[src/rtl/alu_ops_params.svh]
// Constants for the subtract, nibble-swap and direction-load datapath.
// Assumes the core decoder presents one 14-bit word per instruction cycle.
`ifndef ALU_OPS_PARAMS_SVH
`define ALU_OPS_PARAMS_SVH

// ----------------------------------------------------------------
// Opcode fields
// ----------------------------------------------------------------
`define OPC_SUB_TOP 6'h02
`define OPC_SWAP_TOP 6'h0e
// Direction-load opcode is owned by the full instruction map
`define OPC_DIR_BASE 14'h0060
`define OPC_DIR_MASK 14'h3ff8
`define DEST_BIT 7
`define DIR_SEL_LO 3'h5
`define DIR_SEL_HI 3'h7
// Direction registers also sit in the file at these addresses
`define DIR_ADDR_BASE 7'h05
`define DIR_RESET 8'hff
`define ACC_RESET 8'h00

`endif

[src/rtl/alu_ops_pkg.sv]
// Types shared by the datapath and its users.
// Assumes the constants header is included beside it.
package alu_ops_pkg;
   typedef struct packed {
      logic carry;
      logic half_carry_flag;
      logic zero;
   } flags_t;

   typedef struct packed {
      logic en;
      logic [6:0] addr;
      logic [7:0] data;
   } reg_write_t;

   typedef enum logic [1:0] {OP_NONE, OP_SUB, OP_SWAP, OP_DIR} op_t;
endpackage : alu_ops_pkg

[src/rtl/alu_ops.sv]
// Execution datapath for subtract, nibble swap and direction load.
// Assumes decoder gives one instruction per enabled clock with register data.
`timescale 1ns/1ps
`include "alu_ops_params.svh"
module alu_ops #(
   parameter int DATA_W = 8,
   parameter int N_DIR = 3
) (
   // Clock and control
   input wire logic clock,
   input wire logic rst,
   input wire logic ce,
   // Instruction and register file read
   input wire logic instr_valid,
   input wire logic [13:0] instr,
   input wire logic [7:0] reg_rdata,
   // Ordinary register file writes aimed at direction registers
   input wire logic file_wr_en,
   input wire logic [6:0] file_wr_addr,
   input wire logic [7:0] file_wr_data,
   // Results
   output alu_ops_pkg::reg_write_t reg_wr,
   output logic [7:0] acc,
   output alu_ops_pkg::flags_t flags,
   output logic flags_wr,
   output logic [23:0] dir_regs
);
   // ----------------------------------------------------------------
   // Parameter checks
   // ----------------------------------------------------------------
   // Ports and flag logic are written for one byte and three registers
   if (DATA_W != 8) begin : g_bad_width
      $error("alu_ops serves only a data width of 8");
   end
   if (N_DIR != 3) begin : g_bad_count
      $error("alu_ops serves only three direction registers");
   end

   // ----------------------------------------------------------------
   // Helpers
   // ----------------------------------------------------------------
   function automatic logic in_dir_file(input logic [6:0] a);
      return a >= `DIR_ADDR_BASE && a <= `DIR_ADDR_BASE + 7'h02;
   endfunction : in_dir_file

   // Offset from a base, cut to the slot of one direction register
   function automatic logic [1:0] dir_slot(input logic [6:0] a,
                                           input logic [6:0] base);
      logic [6:0] off;
      off = a - base;
      return off[1:0];
   endfunction : dir_slot

   // ----------------------------------------------------------------
   // Decode
   // ----------------------------------------------------------------
   wire logic [5:0] top = instr[13:8];
   wire logic dest = instr[`DEST_BIT];
   wire logic [6:0] addr = instr[6:0];
   wire logic is_dir_pat = (instr & `OPC_DIR_MASK) == `OPC_DIR_BASE;
   wire logic [2:0] dir_sel = instr[2:0];
   wire logic dir_ok = dir_sel >= `DIR_SEL_LO && dir_sel <= `DIR_SEL_HI;
   alu_ops_pkg::op_t op;
   assign op = !instr_valid ? alu_ops_pkg::OP_NONE :
      top == `OPC_SUB_TOP ? alu_ops_pkg::OP_SUB :
      top == `OPC_SWAP_TOP ? alu_ops_pkg::OP_SWAP :
      (is_dir_pat && dir_ok) ? alu_ops_pkg::OP_DIR : alu_ops_pkg::OP_NONE;

   // ----------------------------------------------------------------
   // Arithmetic
   // ----------------------------------------------------------------
   wire logic [8:0] diff = {1'b0, reg_rdata} - {1'b0, acc};
   wire logic [4:0] ldiff = {1'b0, reg_rdata[3:0]} - {1'b0, acc[3:0]};
   wire logic [7:0] swapped = {reg_rdata[3:0], reg_rdata[7:4]};
   wire logic [7:0] result = (op == alu_ops_pkg::OP_SUB) ? diff[7:0] : swapped;
   wire logic is_arith = op == alu_ops_pkg::OP_SUB || op == alu_ops_pkg::OP_SWAP;
   wire logic to_reg = is_arith && dest;
   wire logic to_acc = is_arith && !dest;
   alu_ops_pkg::flags_t next_flags;
   assign next_flags.carry = !diff[8];
   assign next_flags.half_carry_flag = !ldiff[4];
   assign next_flags.zero = diff[7:0] == 8'h00;
   wire logic dir_file_hit = file_wr_en && in_dir_file(file_wr_addr);
   wire logic [1:0] file_idx = dir_slot(file_wr_addr, `DIR_ADDR_BASE);
   wire logic [1:0] dir_idx = dir_slot({4'h0, dir_sel}, {4'h0, `DIR_SEL_LO});

   // ----------------------------------------------------------------
   // State, one instruction cycle per word
   // ----------------------------------------------------------------
   always_ff @(posedge clock) begin
      if (rst) begin
         acc <= `ACC_RESET;
         flags <= '0;
         flags_wr <= 1'b0;
         reg_wr <= '0;
         dir_regs <= {3{`DIR_RESET}};
      end else if (ce) begin
         if (to_acc)
            acc <= result;
         reg_wr.en <= to_reg;
         reg_wr.addr <= addr;
         reg_wr.data <= result;
         flags_wr <= op == alu_ops_pkg::OP_SUB;
         if (op == alu_ops_pkg::OP_SUB)
            flags <= next_flags;
         // Instruction path wins over a same-cycle file write
         if (dir_file_hit)
            dir_regs[file_idx*8 +: 8] <= file_wr_data;
         if (op == alu_ops_pkg::OP_DIR)
            dir_regs[dir_idx*8 +: 8] <= acc;
      end
   end

   // ----------------------------------------------------------------
   // Checks
   // ----------------------------------------------------------------
   AST_SUB_ACC: assert property (@(posedge clock) disable iff (rst)
      ce && op == alu_ops_pkg::OP_SUB && !dest
      |=> acc == $past(reg_rdata) - $past(acc))
      else $error("subtract to accumulator wrong");
   AST_SUB_REG: assert property (@(posedge clock) disable iff (rst)
      ce && op == alu_ops_pkg::OP_SUB && dest
      |=> reg_wr.en && reg_wr.data == $past(reg_rdata) - $past(acc)
          && acc == $past(acc))
      else $error("subtract to register wrong");
   AST_BORROW: assert property (@(posedge clock) disable iff (rst)
      ce && op == alu_ops_pkg::OP_SUB |=>
      flags.carry == ($past(reg_rdata) >= $past(acc)))
      else $error("carry not borrow sense");
   AST_ZERO: assert property (@(posedge clock) disable iff (rst)
      ce && op == alu_ops_pkg::OP_SUB && reg_rdata == acc
      |=> flags == 3'b111 && flags_wr)
      else $error("zero result flags wrong");
   AST_HALF: assert property (@(posedge clock) disable iff (rst)
      ce && op == alu_ops_pkg::OP_SUB |=> flags.half_carry_flag ==
      ($past(reg_rdata[3:0]) >= $past(acc[3:0])))
      else $error("half carry wrong");
   AST_SWAP: assert property (@(posedge clock) disable iff (rst)
      ce && op == alu_ops_pkg::OP_SWAP |=> $stable(flags) && !flags_wr)
      else $error("swap altered flags");
   AST_SWAP_DEST: assert property (@(posedge clock) disable iff (rst)
      ce && op == alu_ops_pkg::OP_SWAP && !dest |=> !reg_wr.en
      && acc == {$past(reg_rdata[3:0]), $past(reg_rdata[7:4])})
      else $error("swap to accumulator wrong");
   AST_DIR: assert property (@(posedge clock) disable iff (rst)
      ce && op == alu_ops_pkg::OP_DIR |=> $stable(flags) && !reg_wr.en
      && dir_regs[$past(dir_idx)*8 +: 8] == $past(acc))
      else $error("direction load wrong");
   AST_DIR_FILE: assert property (@(posedge clock) disable iff (rst)
      ce && dir_file_hit && op != alu_ops_pkg::OP_DIR
      |=> dir_regs[$past(file_idx)*8 +: 8] == $past(file_wr_data))
      else $error("direction file write lost");

   AST_SUB_ADDR: assert property (@(posedge clock) disable iff (rst)
      ce && op == alu_ops_pkg::OP_SUB && dest |=> reg_wr.addr == $past(addr))
      else $error("subtract write-back address wrong");

   AST_SUB_KEEP: assert property (@(posedge clock) disable iff (rst)
      ce && op == alu_ops_pkg::OP_SUB && !dest |=> !reg_wr.en)
      else $error("subtract to accumulator wrote register");

   AST_ACC_KEEP: assert property (@(posedge clock) disable iff (rst)
      ce && !to_acc |=> $stable(acc))
      else $error("accumulator changed without a write");

   AST_SUB_NEG: assert property (@(posedge clock) disable iff (rst)
      ce && op == alu_ops_pkg::OP_SUB && reg_rdata < acc
      |=> !flags.carry && !flags.zero)
      else $error("negative difference flags wrong");

   AST_ZERO_CLR: assert property (@(posedge clock) disable iff (rst)
      ce && op == alu_ops_pkg::OP_SUB && reg_rdata != acc
      |=> !flags.zero && flags_wr)
      else $error("nonzero difference set zero");

   AST_NO_FLAGS: assert property (@(posedge clock) disable iff (rst)
      ce && op != alu_ops_pkg::OP_SUB |=> !flags_wr)
      else $error("flags written outside subtract");

   AST_SWAP_REG: assert property (@(posedge clock) disable iff (rst)
      ce && op == alu_ops_pkg::OP_SWAP && dest
      |=> reg_wr.en && reg_wr.addr == $past(addr)
      && reg_wr.data == {$past(reg_rdata[3:0]), $past(reg_rdata[7:4])}
      && acc == $past(acc))
      else $error("swap to register wrong");

   AST_DIR_ACC: assert property (@(posedge clock) disable iff (rst)
      ce && op == alu_ops_pkg::OP_DIR |=> !flags_wr && $stable(acc))
      else $error("direction load touched accumulator");

   // Operand outside the three registers must leave write-back, flags and accumulator alone
   AST_DIR_REFUSE: assert property (@(posedge clock) disable iff (rst)
      ce && instr_valid && is_dir_pat && !dir_ok
      |=> !reg_wr.en && !flags_wr && $stable(acc) && $stable(flags))
      else $error("refused direction load acted");

   AST_DIR_QUIET: assert property (@(posedge clock) disable iff (rst)
      ce && !dir_file_hit && op != alu_ops_pkg::OP_DIR |=> $stable(dir_regs))
      else $error("direction register changed unasked");

   // ----------------------------------------------------------------
   // Enable and reset checks
   // ----------------------------------------------------------------
   AST_CE_HOLD: assert property (@(posedge clock) disable iff (rst)
      !ce |=> $stable(acc) && $stable(flags) && $stable(flags_wr)
      && $stable(reg_wr) && $stable(dir_regs))
      else $error("state moved while enable low");

   AST_PULSE: assert property (@(posedge clock) disable iff (rst)
      ce && !to_reg |=> !reg_wr.en)
      else $error("write-back strobe stayed high");

   // Reset wins over the enable, so no disable here
   AST_RESET: assert property (@(posedge clock)
      rst |=> acc == `ACC_RESET && flags == 3'h0 && !flags_wr
      && !reg_wr.en && dir_regs == {3{`DIR_RESET}})
      else $error("reset values wrong");
endmodule : alu_ops

[config.mk]
export PLATFORM = sky130hd
export DESIGN_NAME = alu_ops
export DESIGN_NICKNAME = d
export VERILOG_FILES = /design/src/rtl/alu_ops_pkg.sv /design/src/rtl/alu_ops.sv
export VERILOG_INCLUDE_DIRS = /design/src /design/src/rtl
export SDC_FILE = /design/constraint.sdc
export NUM_CORES = 1
export LEC_CHECK = 0
export ABC_AREA = 1
export BUFFER_PORTS_ARGS = -buffer_cell sky130_fd_sc_hd__buf_2
export CORE_ASPECT_RATIO = 0.75
export CORE_UTILIZATION = 39
export DETAILED_ROUTE_END_ITERATION = 16
export HOLD_SLACK_MARGIN = 0.1
export PLACE_DENSITY_LB_ADDON = 0.25
export SETUP_SLACK_MARGIN = 0.2
export SLEW_MARGIN = 30
export SYNTH_ARGS = -nofsm -noshare
export SYNTH_HDL_FRONTEND = slang
export SYNTH_SLANG_ARGS = --single-unit
[constraint.sdc]
create_clock -name clock -period 2.9 [get_ports clock]
set_input_delay 0 -clock clock [delete_from_list [all_inputs] [get_ports clock]]
set_output_delay 0 -clock clock [all_outputs]
set_load 0.05 [all_outputs]
==> flow_metrics.py <==
metrics = {
    "cells_and_area": {
        "areaGrowthSynthToFinish_pct": 21.93,
        "drive_above_1_share_pct": 17.20,
        "diodes": 0,
        "n_fill_cell": 906,
        "layout.nets": 716,
    },
    "synthesis": {
        "synth_top_flop_cell": "dfxtp_1",
        "synthDistinctLibCells": 30,
        "syn_inst": 566,
        "synth_top_area_share_pct": 30.00,
        "synth_seq_area_share_pct": 30.00,
        "avgSynthCellArea_um2": 6.130,
        "syn_nets": 626,
        "yosys.area.top_type": "dfxtp_1",
        "ys_async_sr_fraction_pct": 0,
        "netlist_top_cells_area": "dfxtp_1, nand2_1, nand3_1, a21oi_1, nor2_1",
        "synth-seq-cells": 52,
        "mappedNetlistArea_mm2": 0.003470,
        "synth_most_common_cell": "nand2_1",
        "yosysWarnings": 0,
        "synth_edf_count": 0,
        "synth_common_cells": "nand2_1, nand3_1, nor2_1",
    },
    "place": {
        "port-buffer-count": 93,
        "dp_hpwl_um": 7864,
        "gp_congestion": 0.8859,
    },
    "sta": {
        "tightest_slew_ns": 0.4963,
        "fmax_mhz": 417.9,
        "clock_skew_ns": 0.003503,
        "setup_viol": 0,
        "setup_tns_ns": 0,
        "final_hold_viol_count": 0,
        "relSlewSlack_pct": 66.86,
        "fin_crit_sh_pct": 82.51,
        "rsz0062_at_grt": "no",
        "drv_slew": 0,
        "fin_crit_ns": 2.393,
    },
    "power": {
        "power_leakage_nw": 2.238,
        "powerDensity_mw_per_mm2": 434.8,
        "power.total_mw": 1.839,
        "peakVddDrop_v": 0.0002486,
    },
    "drt": {
        "wl_um": 10170,
        "drc": 0,
        "via_per_inst": 5.118,
        "vias": 3915,
        "routedWlPerCell_um": 13.30,
        "drt_pass1_iterations": 5,
        "drtIter0Drc": 245,
        "antenna_left": 0,
    },
    "clocking": {
        "clk_latency_ns": 0.29,
        "clockBufferDepth": 2,
        "clkTransAtPathRegs_ns": 0.07,
        "cts_tree": "built",
        "root_buffer": "clkbuf_16",
        "cts_sinks": 52,
        "cts_buffers": 5,
        "htreeDepth": 2,
    },
    "grt": {
        "antenna_found_initial": 0,
        "track_usage_pct": 22.07,
        "first_global_vias": 3418,
        "grt_pass1_wl_um": 16740,
        "grt_overflow_total": 0,
        "grt_max_degree": 31,
    },
    "setup_path": {
        "cp-endpoint": "acc[0]$_SDFFE_PP0P_",
        "cp.depth": 15,
        "critical_path.most_common_cell": "inv_1",
        "crit_type": "in2reg",
        "cp.buffers_inverters": 5,
        "critPathLaunchType": "input pin",
        "path_cells": "dlygate4sd3_1, buf_2, inv_1, ha_1, o211ai_1, nor4_1, nand3_1, nand2_1, ha_1, nand3_1, inv_1, nor2_1, nor2_1, o21ai_0, inv_1",
        "worstPathMaxFanout": 13,
        "cpMaxStageDelayCell": "dlygate4sd3_1",
        "worstReg2RegEnd": "reg_wr[7]$_SDFFE_PP0P_",
        "crit_start": "instr[1]",
        "r2r_slack_ns": 0.90,
        "max_stage_delay_ns": 0.53,
        "worstPathRequired_ns": 3.09,
        "critPathTopFamily": "buffers and inverters",
        "worstRegToRegCells": 10,
        "arrival_ns": 2.58,
        "reg2reg_from": "acc[5]$_SDFFE_PP0P_",
        "endpoint_kind": "flip-flop",
    },
    "die": {
        "rows": 29,
        "coreArea_mm2": 0.008527,
        "die_h_um": 83.69,
        "io_pins": 94,
        "dieWidth_um": 110.9,
        "dieArea_mm2": 0.009282,
        "start_util_pct": 40.69,
    },
    "outcome": {
        "status": "complete, no violations",
    },
    "run": {
        "cap_violations": 0,
    },
    "min_path": {
        "min_from": "reg_rdata[6]",
        "hold_class": "in2reg",
    },
}
worst min-delay path by stage:
stage / end / depth (start not counted)
after floorplan: reg_wr[10]$_SDFFE_PP0P_ / 2
after global placement: reg_wr[12]$_SDFFE_PP0P_ / 3
after detailed placement: reg_wr[14]$_SDFFE_PP0P_ / 3
after CTS: reg_wr[2]$_SDFFE_PP0P_ / 5
after global routing: reg_wr[2]$_SDFFE_PP0P_ / 5
final: acc[2]$_SDFFE_PP0P_ / 5
timing repair:
item | in CTS | in global routing
endpoints found under the setup margin | 0 | 0
hold buffers | 8 | 0
endpoints found under the hold margin | 8 | 0
setup buffers | 0 | 0
resized for setup | 0 | 0
final cells by class:
| type | instances | area (um2) | share of cell area (%) |
|---|---|---|---|
| Clock buffer | 6 | 138.9 | 3.283 |
| Clock inverter | 2 | 10.01 | 0.2366 |
| Inverter | 61 | 234.0 | 5.531 |
| Multi-Input combinational cell | 431 | 2096 | 49.54 |
| Sequential cell | 52 | 1041 | 24.61 |
| Tap cell | 108 | 135.1 | 3.194 |
| Timing Repair Buffer | 105 | 575.6 | 13.61 |
routing by layer:
layer  global-route usage, %  share of wire, %  up-vias
met5                       0                 0        -
met4                   5.333              0.94        0
met3                   4.139               7.0        9
met2                   32.75                42      131
met1                   32.57                50     1754
li1                        -                 -     2021
where the power goes:
| group | total, mW | switching, mW | internal (mW) |
|---|---|---|---|
| Combinational | 0.455 | 0.323 | 0.132 |
| Sequential | 0.776 | 0.0253 | 0.751 |
| Clock | 0.608 | 0.267 | 0.341 |
| Total | 1.84 | 0.616 | 1.22 |
worst reg2reg max path, cell delays in order, from the launching register on:
cell,delay [ns]
dfxtp_1,0.47
inv_1,0.13
ha_1,0.35
nand2_1,0.13
inv_1,0.05
a21oi_1,0.26
nand3_1,0.14
nand3_1,0.13
nand3_1,0.11
nand2_1,0.10
inv_1,0.04
state kept, by name, indices dropped and copies added (netlist names):
| signal | flops |
|---|---|
| dir_regs | 24 |
| acc | 8 |
| flags | 3 |
| reg_wr | 16 |
| flags_wr | 1 |
placed cells by master, fill, tap and decap left out, drive strengths merged, types with 2 or more instances in the layout:
cell type and n:
a21oi 62, o211ai 3, clkbuf 6, nand3b 2, nor2 71, clkinv 4, nand4 6, nand3 82
inv 59, dlygate4sd3 8, ha 17, buf 97, nand2 154, dfxtp 52, o21ai 26, nor3 2
through the flow:
stage | hold WS, ns | area (um2) | worst slack (ns) | util (%) | cells
4_1_cts | 0.1146 | 4230 | 0.5167 | 49.61 | 765
3_5_place_dp | 0.2482 | 4001 | 0.6780 | 46.93 | 749
2_1_floorplan | 0.1349 | 3470 | 0.9729 | - | 566
3_3_place_gp | 0.2422 | 4001 | 0.7834 | 46.93 | 749
5_1_grt | 0.1388 | 4230 | 0.2185 | 49.61 | 765
6_report | 0.1183 | 4230 | 0.5072 | 49.61 | 765
cells by family after synthesis:
logic type / share of synthesized area, %
xor gates and xnor gates: 0.2525
buffers and inverters: 9.593
and+or+nand+nor: 39.24
AOI/OAI and AO/OA: 14.21
adders and majority gates: 6.707
DFF: 30.00
(Power assumes the default switching activity.)
